### src/rtl/art_pkg.sv
// Constants, register map and field layout of the auto-reload timer two
// ---------------------------------------------------------------------------
// Overview of operation
// - Sixteen-bit counter from two addressable bytes
// - Split bit clear: one sixteen-bit reload counter
// - Sixteen-bit wrap loads both reload bytes
// - Sixteen-bit wrap sets high overflow flag
// - Timer interrupt on each sixteen-bit overflow
// - Low enable adds interrupt on low wrap
// - Sixteen-bit clock: core, core/12, external/8
// - External divide-by-8 synchronised to core clock
// - Split: two bytes, each reloads itself
// - Split: run gates high byte only
// - Byte select one: core clock, else shared
// - Separate clock selects for high, low
// - Split: each byte wrap sets own flag
// - Split: interrupts per high, optionally low
// - Flags cleared only by software writes
// - Capture copies count to reload, sets flag
// ---------------------------------------------------------------------------
package art_pkg;

	// -----------------------------------------------------------------------
	// Register byte addresses
	// -----------------------------------------------------------------------
	localparam logic [7:0] ART_OFF_CTRL   = 8'h00; // timer_two_control
	localparam logic [7:0] ART_OFF_CNT_LO = 8'h04; // count_low_byte
	localparam logic [7:0] ART_OFF_CNT_HI = 8'h08; // count_high_byte
	localparam logic [7:0] ART_OFF_RLD_LO = 8'h0c; // reload_low_byte
	localparam logic [7:0] ART_OFF_RLD_HI = 8'h10; // reload_high_byte
	localparam logic [7:0] ART_OFF_CKSEL  = 8'h14; // clock_select_register
	localparam logic [7:0] ART_OFF_IEN    = 8'h18; // interrupt_enable_register

	// -----------------------------------------------------------------------
	// Field positions
	// -----------------------------------------------------------------------
	localparam int ART_B_HFLAG   = 7; // high_overflow_flag
	localparam int ART_B_LFLAG   = 6; // low_overflow_flag
	localparam int ART_B_LIEN    = 5; // low_overflow_irq_enable
	localparam int ART_B_CAPEN   = 4; // capture enable
	localparam int ART_B_SPLIT   = 3; // split_mode_select
	localparam int ART_B_RUN     = 2; // run_control
	localparam int ART_B_CAPSRC  = 1; // capture source: 1 external
	localparam int ART_B_XCLK    = 0; // external_clock_select
	localparam int ART_B_HCKSEL  = 5; // high_byte_clock_select
	localparam int ART_B_LCKSEL  = 4; // low_byte_clock_select
	localparam int ART_B_TIMIEN  = 5; // timer interrupt enable

	// -----------------------------------------------------------------------
	// Reset values, limits and dividers
	// -----------------------------------------------------------------------
	localparam logic [7:0] ART_RST_BYTE = 8'h00;
	localparam logic [7:0] ART_BYTE_MAX = 8'hff;
	localparam logic [7:0] ART_BYTE_ONE = 8'h01;
	localparam logic [3:0] ART_DIV12_LAST = 4'hb; // core clock / 12
	localparam logic [2:0] ART_DIV8_LAST  = 3'h7; // source / 8
	localparam logic [1:0] ART_RESP_OKAY   = 2'h0;
	localparam logic [1:0] ART_RESP_SLVERR = 2'h2;

endpackage : art_pkg

### src/rtl/art_sync.sv
// Two-flop synchroniser for one asynchronous level
`timescale 1ns/1ps
`default_nettype none
module art_sync (
	// Clock and reset
	input  wire logic clk,
	input  wire logic srst,
	// Asynchronous level in, synchronised level out
	input  wire logic async_in,
	output var  logic sync_out
);
	logic meta_q;

	// First stage feeds the second stage only
	always_ff @(posedge clk) begin
		if (srst) begin
			meta_q   <= 1'b0;
			sync_out <= 1'b0;
		end else begin
			meta_q   <= async_in;
			sync_out <= meta_q;
		end
	end
endmodule : art_sync
`default_nettype wire

### src/rtl/art_byte_cnt.sv
// One eight-bit counter byte with software load and auto-reload
`timescale 1ns/1ps
`default_nettype none
module art_byte_cnt
	import art_pkg::*;
(
	// Clock and reset
	input  wire logic       clk,
	input  wire logic       srst,
	// Software load
	input  wire logic       wr,
	input  wire logic [7:0] wdata,
	// Counting
	input  wire logic       inc,
	input  wire logic       rld,
	input  wire logic [7:0] rld_val,
	output var  logic [7:0] cnt_q
);
	// Software write beats the tick so a written value is never lost
	always_ff @(posedge clk) begin
		if (srst) begin
			cnt_q <= ART_RST_BYTE;
		end else if (wr) begin
			cnt_q <= wdata;
		end else if (inc) begin
			cnt_q <= rld ? rld_val : 8'(cnt_q + ART_BYTE_ONE);
		end
	end
endmodule : art_byte_cnt
`default_nettype wire

### src/rtl/art_top.sv
// Auto-reload timer two with AXI4-Lite register access
`timescale 1ns/1ps
`default_nettype none
module art_top
	import art_pkg::*;
(
	// Clock and reset
	input  wire logic       clk,
	input  wire logic       srst,
	// External clock pins
	input  wire logic       ext_clk_in,
	input  wire logic       rtc_clk_in,
	// AXI4-Lite write address
	input  wire logic [7:0] s_awaddr,
	input  wire logic       s_awvalid,
	output var  logic       s_awready,
	// AXI4-Lite write data
	input  wire logic [31:0] s_wdata,
	input  wire logic [3:0] s_wstrb,
	input  wire logic       s_wvalid,
	output var  logic       s_wready,
	// AXI4-Lite write response
	output var  logic [1:0] s_bresp,
	output var  logic       s_bvalid,
	input  wire logic       s_bready,
	// AXI4-Lite read address
	input  wire logic [7:0] s_araddr,
	input  wire logic       s_arvalid,
	output var  logic       s_arready,
	// AXI4-Lite read data
	output var  logic [31:0] s_rdata,
	output var  logic [1:0] s_rresp,
	output var  logic       s_rvalid,
	input  wire logic       s_rready,
	// Interrupt request
	output var  logic       irq
);
	// -----------------------------------------------------------------------
	// Declarations
	// -----------------------------------------------------------------------
	logic       aw_hold_q, w_hold_q;
	logic [7:0] aw_addr_q;
	logic [7:0] w_byte_q;
	logic       w_lane_q;
	logic       do_wr, wr_hit;
	logic       wr_ctl, wr_lo, wr_hi, wr_rll, wr_rlh, wr_ck, wr_ie;
	logic [7:0] rd_byte;
	logic       rd_hit;
	logic       hf_q, lf_q, lien_q, capen_q, split_q, run_q;
	logic       capsrc_q, xclk_q, hcksel_q, lcksel_q, timien_q;
	logic [7:0] rl_lo_q, rl_hi_q;
	logic [7:0] lo, hi;
	logic       ext_s, rtc_s, ext_p_q, rtc_p_q;
	logic [2:0] ext_div_q, rtc_div_q;
	logic [3:0] div12_q;
	logic       ext_tick, rtc_tick, div12_tick, shared_tick;
	logic       lo_tick, hi_tick, cap_tick;
	logic       lo_max, hi_max;
	logic       inc16, inc_lo, inc_hi, rld_lo, rld_hi;
	logic       set_lf, set_hf, capture;

	// -----------------------------------------------------------------------
	// AXI4-Lite write channel
	// -----------------------------------------------------------------------
	// Address and data are taken in either order; one write at a time
	always_ff @(posedge clk) begin
		if (srst) begin
			s_awready <= 1'b0;
			aw_hold_q <= 1'b0;
			aw_addr_q <= ART_RST_BYTE;
		end else if (s_awvalid && s_awready) begin
			s_awready <= 1'b0;
			aw_hold_q <= 1'b1;
			aw_addr_q <= {s_awaddr[7:2], 2'b00};
		end else if (do_wr) begin
			aw_hold_q <= 1'b0;
		end else if (!aw_hold_q && !s_bvalid) begin
			s_awready <= 1'b1;
		end
	end

	always_ff @(posedge clk) begin
		if (srst) begin
			s_wready <= 1'b0;
			w_hold_q <= 1'b0;
			w_byte_q <= ART_RST_BYTE;
			w_lane_q <= 1'b0;
		end else if (s_wvalid && s_wready) begin
			s_wready <= 1'b0;
			w_hold_q <= 1'b1;
			w_byte_q <= s_wdata[7:0];
			w_lane_q <= s_wstrb[0]; // Registers live in byte lane 0
		end else if (do_wr) begin
			w_hold_q <= 1'b0;
		end else if (!w_hold_q && !s_bvalid) begin
			s_wready <= 1'b1;
		end
	end

	assign do_wr = aw_hold_q && w_hold_q && !s_bvalid;

	// Response follows once both halves are in
	always_ff @(posedge clk) begin
		if (srst) begin
			s_bvalid <= 1'b0;
			s_bresp  <= ART_RESP_OKAY;
		end else if (do_wr) begin
			s_bvalid <= 1'b1;
			s_bresp  <= wr_hit ? ART_RESP_OKAY : ART_RESP_SLVERR;
		end else if (s_bready) begin
			s_bvalid <= 1'b0;
		end
	end

	// Write decode; a cleared strobe still answers but stores nothing
	always_comb begin
		wr_hit = 1'b1;
		wr_ctl = 1'b0;
		wr_lo  = 1'b0;
		wr_hi  = 1'b0;
		wr_rll = 1'b0;
		wr_rlh = 1'b0;
		wr_ck  = 1'b0;
		wr_ie  = 1'b0;
		case (aw_addr_q)
			ART_OFF_CTRL:   wr_ctl = do_wr && w_lane_q;
			ART_OFF_CNT_LO: wr_lo  = do_wr && w_lane_q;
			ART_OFF_CNT_HI: wr_hi  = do_wr && w_lane_q;
			ART_OFF_RLD_LO: wr_rll = do_wr && w_lane_q;
			ART_OFF_RLD_HI: wr_rlh = do_wr && w_lane_q;
			ART_OFF_CKSEL:  wr_ck  = do_wr && w_lane_q;
			ART_OFF_IEN:    wr_ie  = do_wr && w_lane_q;
			default:        wr_hit = 1'b0;
		endcase
	end

	// -----------------------------------------------------------------------
	// AXI4-Lite read channel
	// -----------------------------------------------------------------------
	always_comb begin
		rd_hit  = 1'b1;
		rd_byte = ART_RST_BYTE;
		case ({s_araddr[7:2], 2'b00})
			ART_OFF_CTRL: rd_byte = {hf_q, lf_q, lien_q, capen_q,
				split_q, run_q, capsrc_q, xclk_q};
			ART_OFF_CNT_LO: rd_byte = lo;
			ART_OFF_CNT_HI: rd_byte = hi;
			ART_OFF_RLD_LO: rd_byte = rl_lo_q;
			ART_OFF_RLD_HI: rd_byte = rl_hi_q;
			ART_OFF_CKSEL: begin
				rd_byte[ART_B_HCKSEL] = hcksel_q;
				rd_byte[ART_B_LCKSEL] = lcksel_q;
			end
			ART_OFF_IEN: rd_byte[ART_B_TIMIEN] = timien_q;
			default:     rd_hit = 1'b0;
		endcase
	end

	// Data is captured on the address handshake, answered next cycle
	always_ff @(posedge clk) begin
		if (srst) begin
			s_arready <= 1'b0;
			s_rvalid  <= 1'b0;
			s_rdata   <= 32'h0000_0000;
			s_rresp   <= ART_RESP_OKAY;
		end else if (s_arvalid && s_arready) begin
			s_arready <= 1'b0;
			s_rvalid  <= 1'b1;
			s_rdata   <= {24'h00_0000, rd_byte};
			s_rresp   <= rd_hit ? ART_RESP_OKAY : ART_RESP_SLVERR;
		end else if (s_rvalid) begin
			if (s_rready) begin
				s_rvalid <= 1'b0;
			end
		end else begin
			s_arready <= 1'b1;
		end
	end

	// -----------------------------------------------------------------------
	// Control, select and enable bits
	// -----------------------------------------------------------------------
	always_ff @(posedge clk) begin
		if (srst) begin
			{lien_q, capen_q, split_q, run_q, capsrc_q, xclk_q} <= 6'h00;
		end else if (wr_ctl) begin
			lien_q   <= w_byte_q[ART_B_LIEN];
			capen_q  <= w_byte_q[ART_B_CAPEN];
			split_q  <= w_byte_q[ART_B_SPLIT];
			run_q    <= w_byte_q[ART_B_RUN];
			capsrc_q <= w_byte_q[ART_B_CAPSRC];
			xclk_q   <= w_byte_q[ART_B_XCLK];
		end
	end

	always_ff @(posedge clk) begin
		if (srst) begin
			hcksel_q <= 1'b0;
			lcksel_q <= 1'b0;
			timien_q <= 1'b0;
		end else begin
			if (wr_ck) begin
				hcksel_q <= w_byte_q[ART_B_HCKSEL];
				lcksel_q <= w_byte_q[ART_B_LCKSEL];
			end
			if (wr_ie) begin
				timien_q <= w_byte_q[ART_B_TIMIEN];
			end
		end
	end

	// Overflow flags: hardware set wins over a software clear
	always_ff @(posedge clk) begin
		if (srst) begin
			hf_q <= 1'b0;
			lf_q <= 1'b0;
		end else begin
			hf_q <= (wr_ctl ? w_byte_q[ART_B_HFLAG] : hf_q) | set_hf;
			lf_q <= (wr_ctl ? w_byte_q[ART_B_LFLAG] : lf_q) | set_lf;
		end
	end

	// -----------------------------------------------------------------------
	// Tick sources
	// -----------------------------------------------------------------------
	// Pins are asynchronous, so both pass two flops first
	art_sync u_ext_sync (
		.clk      (clk),
		.srst     (srst),
		.async_in (ext_clk_in),
		.sync_out (ext_s)
	);

	art_sync u_rtc_sync (
		.clk      (clk),
		.srst     (srst),
		.async_in (rtc_clk_in),
		.sync_out (rtc_s)
	);

	// Rising-edge counters divide both pins by eight
	always_ff @(posedge clk) begin
		if (srst) begin
			ext_p_q   <= 1'b0;
			rtc_p_q   <= 1'b0;
			ext_div_q <= 3'h0;
			rtc_div_q <= 3'h0;
		end else begin
			ext_p_q <= ext_s;
			rtc_p_q <= rtc_s;
			if (ext_s && !ext_p_q) begin
				ext_div_q <= 3'(ext_div_q + 3'h1);
			end
			if (rtc_s && !rtc_p_q) begin
				rtc_div_q <= 3'(rtc_div_q + 3'h1);
			end
		end
	end

	assign ext_tick = ext_s && !ext_p_q && (ext_div_q == ART_DIV8_LAST);
	assign rtc_tick = rtc_s && !rtc_p_q && (rtc_div_q == ART_DIV8_LAST);

	// Free-running divide by twelve of the core clock
	always_ff @(posedge clk) begin
		if (srst) begin
			div12_q <= 4'h0;
		end else if (div12_q == ART_DIV12_LAST) begin
			div12_q <= 4'h0;
		end else begin
			div12_q <= 4'(div12_q + 4'h1);
		end
	end

	assign div12_tick  = (div12_q == ART_DIV12_LAST);
	assign shared_tick = xclk_q ? ext_tick : div12_tick;
	assign lo_tick     = lcksel_q ? 1'b1 : shared_tick;
	assign hi_tick     = hcksel_q ? 1'b1 : shared_tick;
	assign cap_tick    = capsrc_q ? ext_tick : rtc_tick;

	// -----------------------------------------------------------------------
	// Counter bytes
	// -----------------------------------------------------------------------
	assign lo_max = (lo == ART_BYTE_MAX);
	assign hi_max = (hi == ART_BYTE_MAX);
	assign inc16  = !split_q && run_q && lo_tick;
	// Split: low byte ignores run, high byte obeys it
	assign inc_lo = split_q ? lo_tick : inc16;
	assign inc_hi = split_q ? (run_q && hi_tick) : (inc16 && lo_max);
	// Low byte reloads alone in split mode, with the high byte otherwise
	assign rld_lo = split_q ? lo_max : (lo_max && hi_max);
	assign rld_hi = hi_max;
	assign set_lf = inc_lo && lo_max;
	assign capture = capen_q && cap_tick;
	assign set_hf = (inc_hi && hi_max) || capture;

	art_byte_cnt u_lo (
		.clk     (clk),
		.srst    (srst),
		.wr      (wr_lo),
		.wdata   (w_byte_q),
		.inc     (inc_lo),
		.rld     (rld_lo),
		.rld_val (rl_lo_q),
		.cnt_q   (lo)
	);

	art_byte_cnt u_hi (
		.clk     (clk),
		.srst    (srst),
		.wr      (wr_hi),
		.wdata   (w_byte_q),
		.inc     (inc_hi),
		.rld     (rld_hi),
		.rld_val (rl_hi_q),
		.cnt_q   (hi)
	);

	// Reload bytes; a capture overrides a software write that cycle
	always_ff @(posedge clk) begin
		if (srst) begin
			rl_lo_q <= ART_RST_BYTE;
			rl_hi_q <= ART_RST_BYTE;
		end else if (capture) begin
			rl_lo_q <= lo;
			rl_hi_q <= hi;
		end else begin
			if (wr_rll) begin
				rl_lo_q <= w_byte_q;
			end
			if (wr_rlh) begin
				rl_hi_q <= w_byte_q;
			end
		end
	end

	// Interrupt is a level held while an enabled flag stands
	always_ff @(posedge clk) begin
		if (srst) begin
			irq <= 1'b0;
		end else begin
			irq <= timien_q && (hf_q || (lien_q && lf_q));
		end
	end
endmodule : art_top
`default_nettype wire

### config.mk
export PLATFORM = sky130hd
export DESIGN_NAME = art_top
export DESIGN_NICKNAME = d
export VERILOG_FILES = /design/src/rtl/art_pkg.sv /design/src/rtl/art_sync.sv /design/src/rtl/art_byte_cnt.sv /design/src/rtl/art_top.sv
export SDC_FILE = /design/constraint.sdc
export NUM_CORES = 1
export LEC_CHECK = 0
export BUFFER_PORTS_ARGS = -buffer_cell sky130_fd_sc_hd__buf_2
export CAP_MARGIN = 20
export CELL_PAD_IN_SITES_DETAIL_PLACEMENT = 0
export CELL_PAD_IN_SITES_GLOBAL_PLACEMENT = 2
export CORE_MARGIN = 3
export CORE_UTILIZATION = 35
export DETAILED_ROUTE_END_ITERATION = 6
export PLACE_DENSITY = 0.83
export SYNTH_ARGS = -nofsm -noshare
export SYNTH_HDL_FRONTEND = slang
export SYNTH_HIERARCHICAL = 1
export SYNTH_SLANG_ARGS = --single-unit
### constraint.sdc
create_clock -name clk -period 5.3 [get_ports clk]
set_input_delay 0.265 -clock clk [delete_from_list [all_inputs] [get_ports clk]]
set_output_delay 0.265 -clock clk [all_outputs]
set_load 0.05 [all_outputs]
# Word level (Yosys, flattened, before mapping)
# Index checks and enable logic that the tools add are counted.
# Widths: inputs -> output; s select.
# classes
add_sub_neg	5
multipliers	0
div	0
order_cmp	0
n_eq_ne	17
n_shift	0
n_mux	42
bitwise_logic	3
reduce_logical	47
# op_table
op	n
$mux 8	10
$eq 6x3->1 const B	6
$mux 1	26
$eq 6x2->1 const B	4
$logic_and 1x1->1	22
$pmux 4 s5	1
$add 8x1->8 const B	2
$eq 8x8->1 const B	2
$reduce_bool 2->1	7
$reduce_or 7->1	2
$eq 6x1->1 const B	2
$pmux 2 s5	1
$logic_not 8->1	1
$reduce_or 2->1	4
$pmux 1 s7	1
$add 3x1->3 const B	2
$eq 3x3->1 const B	2
$logic_not 1->1	6
$logic_not 6->1	1
$pmux 1 s6	1
$add 4x1->4 const B	1
$eq 4x4->1 const B	1
$mux 2	2
$reduce_and 2->1	2
3 further kinds	5
# word_totals
register_bits	94
latchBits	0
mem_bits_rw	0
mem_bits_ro	0
in_bits	61
out_inout_bits	42
word_cells	152
memories	0

# Longest topological paths before layout
# depth
depth_word	11
depth_mapped	10
depth_no_buf	8

# Modules after synthesis
# Netlist, hierarchy kept.
# modules_own_cells
module	instances	cells_each	area_per_inst_um2	seq_area_each_um2
art_top	1	404	3617.2	1441.4
art_byte_cnt	2	76	608.1	160.2
art_sync	2	4	52.6	40.0

# Worst setup path before layout
# OpenSTA, ideal clock, no wires.
# synth_timing
kind	register to register
startpoint	register s_bvalid
endpoint	register u_hi.cnt_q[4]
setup_ps	70
arrival_time_ps	2435
required_ps	5230
path_slack_ps	2796
path_stages_with_launch	8
path_cell_list	dfxtp_1 > nand3b_1 > or3_1 > nor3_1 > clkbuf_1 > nor4bb_1 > or4_1 > a21oi_1
# synth_via
elab_chain_len	5
word_cells_on_any_way	6
# synth_lines
element	line	rtl
start: declaration	art_top.sv:24	output var logic s_bvalid,
start signal: assignment	art_top.sv:105	s_bvalid <= 1'b0;
start signal: assignment	art_top.sv:108	s_bvalid <= 1'b1;
start signal: assignment	art_top.sv:111	s_bvalid <= 1'b0;
$logic_not 1->1 *	art_top.sv:100	assign do_wr = aw_hold_q && w_hold_q && !s_bvalid;
$logic_and 1x1->1 *	art_top.sv:100	
$logic_and 1x1->1 *	art_top.sv:128	ART_OFF_CNT_HI: wr_hi = do_wr && w_lane_q;
$mux 1 *	art_top.sv:125	case (aw_addr_q)
via wr_hi	art_top.sv:46	logic wr_ctl, wr_lo, wr_hi, wr_rll, wr_rlh, wr_ck, wr_ie;
$mux 8 / $reduce_bool 2->1 (equally long branches)	-	
end signal: assignment	art_byte_cnt.sv:24	cnt_q <= wdata;
end signal: assignment	art_byte_cnt.sv:26	cnt_q <= rld ? rld_val : 8'(cnt_q + ART_BYTE_ONE);
end: declaration	art_byte_cnt.sv:17	output var logic [7:0] cnt_q
# The timed path passes the listed nets; every way through them passes the cells marked *.
# A chain may end at the register's enable or synchronous reset.

# Worst setup path after layout
# layout_timing
startpoint	register ext_div_q[0]
endpoint	register u_hi.cnt_q[7]
# layout_via
elab_chain_len	8
word_cells_on_any_way	10
# layout_lines
element	line	rtl
start: declaration	art_top.sv:54	logic [2:0] ext_div_q, rtc_div_q;
start signal: assignment	art_top.sv:252	ext_div_q <= 3'(ext_div_q + 3'h1);
$eq 3x3->1 *	art_top.sv:260	assign ext_tick = ext_s && !ext_p_q && (ext_div_q == ART_DIV8_LAST);
$logic_and 1x1->1 *	art_top.sv:260	
$mux 1 *	art_top.sv:275	assign shared_tick = xclk_q ? ext_tick : div12_tick;
$mux 1	art_top.sv:276	assign lo_tick = lcksel_q ? 1'b1 : shared_tick;
$logic_and 1x1->1	art_top.sv:285	assign inc16 = !split_q && run_q && lo_tick;
$logic_and 1x1->1	art_top.sv:288	assign inc_hi = split_q ? (run_q && hi_tick) : (inc16 && lo_max);
$mux 1 *	art_top.sv:288	
via inc_hi	art_top.sv:59	logic inc16, inc_lo, inc_hi, rld_lo, rld_hi;
$reduce_bool 2->1 (no source line) *	-	
# Marks and branches as above.

==> reports/qor.txt <==
GRT
----------------------------------------------------------------------------------------
Total grt overflow                                                                     0
Wire length of the first global-routing pass                                    20990 um
Vias in the first global route                                                      3984
Initial antenna violation count                                                        0
GRT Util Overall                                                                  16.61%
Maximum number of pins on one net before global-route repair                          39

WORST HOLD PATH
----------------------------------------------------------------------------------------
Hold Path Class                                                             input port to flip-flop
Hold Path End                                                               u_rtc_sync/meta_q
Hold Path Stages                                                                       2
Startpoint of the worst hold path                                             rtc_clk_in

LOGIC SYNTHESIS
----------------------------------------------------------------------------------------
Synth unique cells                                                                    60
Number of flops mapped to enable cells by yosys                                        0
Ys Warns                                                                               6
Fraction of synthesized cell area taken by the top area cell type                 37.29%
Ys flop type                                                                     dfxtp_1
Dominant cell type by area after synthesis                                       dfxtp_1
Count of state elements after synthesis                                               92
Post-synthesis average cell area                                              8.756 um^2
Cells taking the most area after synthesis                                  dfxtp_1 37%, mux2i_1 9.1%, buf_4 4.3%
Netlist area before placement                                               0.004938 mm^2
Synth async-reset ratio                                                               0%
Number of instances in the synthesized netlist                                       564
Portion of the post-synthesis area used by sequential elements                    37.29%

CLOCKING
----------------------------------------------------------------------------------------
TritonCTS clock tree                                                               built
Clk slew on worst S/H paths                                                      0.06 ns
Clk sinks                                                                             92
Number of H-tree levels                                                                3
CTS resizes                                                                            0
Number of buffers created by CTS                                                       9
Maximum buffer depth of the clock tree                                                 2
Buffer count from post-CTS setup fixing                                                0
Worst-skew pair later-pin latency                                                0.35 ns
Hold Buf Count CTS                                                                     0
Clock root cell                                                                clkbuf_16

STATUS
----------------------------------------------------------------------------------------
Outcome                                                                     finished, final reports clean

CELLS AND AREA
----------------------------------------------------------------------------------------
Non-filler cells, final                                                              774
Number of nets in the layout                                                         661
Inserted Diodes                                                                        0
Most frequent cells in the layout                                           92 x dfxtp_1, 54 x nor2_1, 45 x mux2i_1, 45 x buf_2, 40 x nand2_1
Area overhead of the layout relative to synthesis                                 11.45%
Share of post-route cells with drive strength above 1                             15.22%
# fillers                                                                           1364
Finished layout cell area                                                   0.005504 mm^2
Leading cell type in the layout, fill and taps excluded                          dfxtp_1

TIMING
----------------------------------------------------------------------------------------
Setup repair after global routing missed its margin                                   no
Final hold viol count                                                                  0
Part of the cycle the worst path needs                                            54.08%
Setup clock skew after layout                                                0.006856 ns
Max Slew Vio Count                                                                     0
Relative slew slack                                                               33.68%
Actual slew at the worst max-slew pin                                          0.9910 ns
Setup TNS                                                                           0 ns
Max frequency                                                                  348.9 MHz
Least setup slack across all paths after layout                                 2.434 ns
Shortest clock period the worst path allows after layout                        2.866 ns
Total of endpoints with negative setup slack in the final report                       0

PLACEMENT
----------------------------------------------------------------------------------------
Post-Place Worst Slack                                                          2.470 ns
# port buffers                                                                        45
Total placed cells including tap cells                                               757
Placed standard-cell area                                                   0.005192 mm^2
Final weighted congestion in routability-driven placement                         0.8381
Detail Placement HPWL                                                            9129 um

FLOORPLANNING
----------------------------------------------------------------------------------------
Boundary Pins                                                                        103
Initial cell density of the core                                                  36.57%
Die Ht                                                                          124.8 um
Core region area                                                            0.01351 mm^2
Site row count                                                                        42
Die outline area                                                            0.01557 mm^2
Chip Width                                                                      124.8 um

PWR
----------------------------------------------------------------------------------------
Total Power                                                                     1.545 mW
PwrDens                                                                     280.8 mW/mm^2
Leakage power of the design                                                     2.017 nW
Peak supply drop                                                             0.0001655 V

SETUP PATH
----------------------------------------------------------------------------------------
Worst reg2reg endpoint                                                      u_hi/cnt_q[7]
Reg-to-reg setup timing slack                                                    2.43 ns
Number of cells traversed by the worst register-to-register path                       8
Class of the most critical setup path                                       flip-flop to flip-flop
Critical path fanouts, max                                                            21
Worst Path Required                                                              5.59 ns
Launching element type of the critical path                                    flip-flop
Arrival time reported for the critical path endpoint                             3.15 ns
Worst reg2reg path startpoint                                               ext_div_q[0]
Crit path capture type                                                         flip-flop

ROUTING
----------------------------------------------------------------------------------------
Post-detailed-route via-to-cell ratio                                              5.386
Number of search-and-repair iterations in the first detailed-routing pass              4
Residual DRC                                                                           0
Iter 0 DRT Violations                                                                286
Detail-routed net length per standard cell                                      16.71 um
Via count                                                                           4169
Number of nets with antenna violations after routing                                   0
Post-Route WL                                                                   12930 um

FLOW RUN
----------------------------------------------------------------------------------------
Number of violations of the max-capacitance limit                                      0

[final cells by class]
cell class                 count  area (um^2)  share of cell area [%]
clock inverter                 5        61.31                   1.114
timing repair buffer          51        270.3                   4.910
tap                          176        220.2                   4.001
multi-input combinational    424         2811                   51.08
clock buffer                  11        242.7                   4.410
sequential                    92         1842                   33.46
inverter                      15        56.30                   1.023
[power breakdown]
part	internal (mW)	total (mW)	switching, mW
Clock	0.380	0.656	0.275
Combinational	0.0374	0.156	0.118
Sequential	0.711	0.734	0.0233
[worst max-delay path, cell delays in order, from the launching register on]
cell and delay (ns):
dfxtp_1 0.36, ha_1 0.17, ha_1 0.16, nand4b_1 0.15
a311oi_1 0.30, o221a_2 0.52, or4b_4 0.55, or4_1 0.52
nand3_1 0.09
[cell families after synthesis]
| family | after synthesis | synth area share, % |
|---|---|---|
| mux | 45 | 9.121 |
| other cells | 1 | 0.07593 |
| buf+inv | 73 | 8.006 |
| compound gates | 117 | 17.10 |
| simple gates | 224 | 25.74 |
| flops | 92 | 37.29 |
| xor+xnor | 5 | 0.8869 |
| fa+ha+maj | 7 | 1.773 |
[state kept, by name (all words and copies together), names as in the netlist, 3 cells and up]
name	flops
rl_hi_q	8
rl_lo_q	8
s_rdata	8
u_hi/cnt_q	8
u_lo/cnt_q	8
w_byte_q	8
aw_addr_q	6
div12_q	4
ext_div_q	3
rtc_div_q	3
[worst max-delay path by stage]
stage	startpoint	to	slack, ns	depth (start not counted)
after floorplan	s_bvalid	u_hi/cnt_q[4]	2.80	7
after global placement	ext_div_q[0]	u_hi/cnt_q[5]	2.50	8
final	ext_div_q[0]	u_hi/cnt_q[7]	2.43	8
after detailed placement	ext_div_q[0]	u_hi/cnt_q[7]	2.47	8
after global routing	ext_div_q[0]	u_hi/cnt_q[5]	2.26	8
after CTS	ext_div_q[0]	u_hi/cnt_q[5]	2.43	8
[routing by layer]
layer  part of all wire, %  wire, um  GRT usage [%]
met1                    48      6212          22.28
met2                    46      5973          26.59
met3                   3.2       415          2.187
met4                   2.6       333          7.479
met5                     0         0              0
[metrics by stage]
step	hold slack (ns)	util (%)
6_report	0.1321	40.75
5_1_grt	0.1432	40.75
4_1_cts	0.1242	40.70
3_5_place_dp	0.4247	38.45
3_3_place_gp	0.4194	38.45
2_1_floorplan	0.3341	-
[synth_stat cells, drive strengths merged, types with 7 or more instances]
cell      n
or4       8
a21oi    38
nand2    40
nor2     54
o21ai     9
mux2i    45
o2bb2ai   8
clkbuf   19
ha        7
inv      15
nand3    23
nand2b    8
a211oi   25
nor2b    21
nor3     12
dfxtp    92
buf      39
and3      7
No activity file was read; power rests on OpenSTA's default activity.
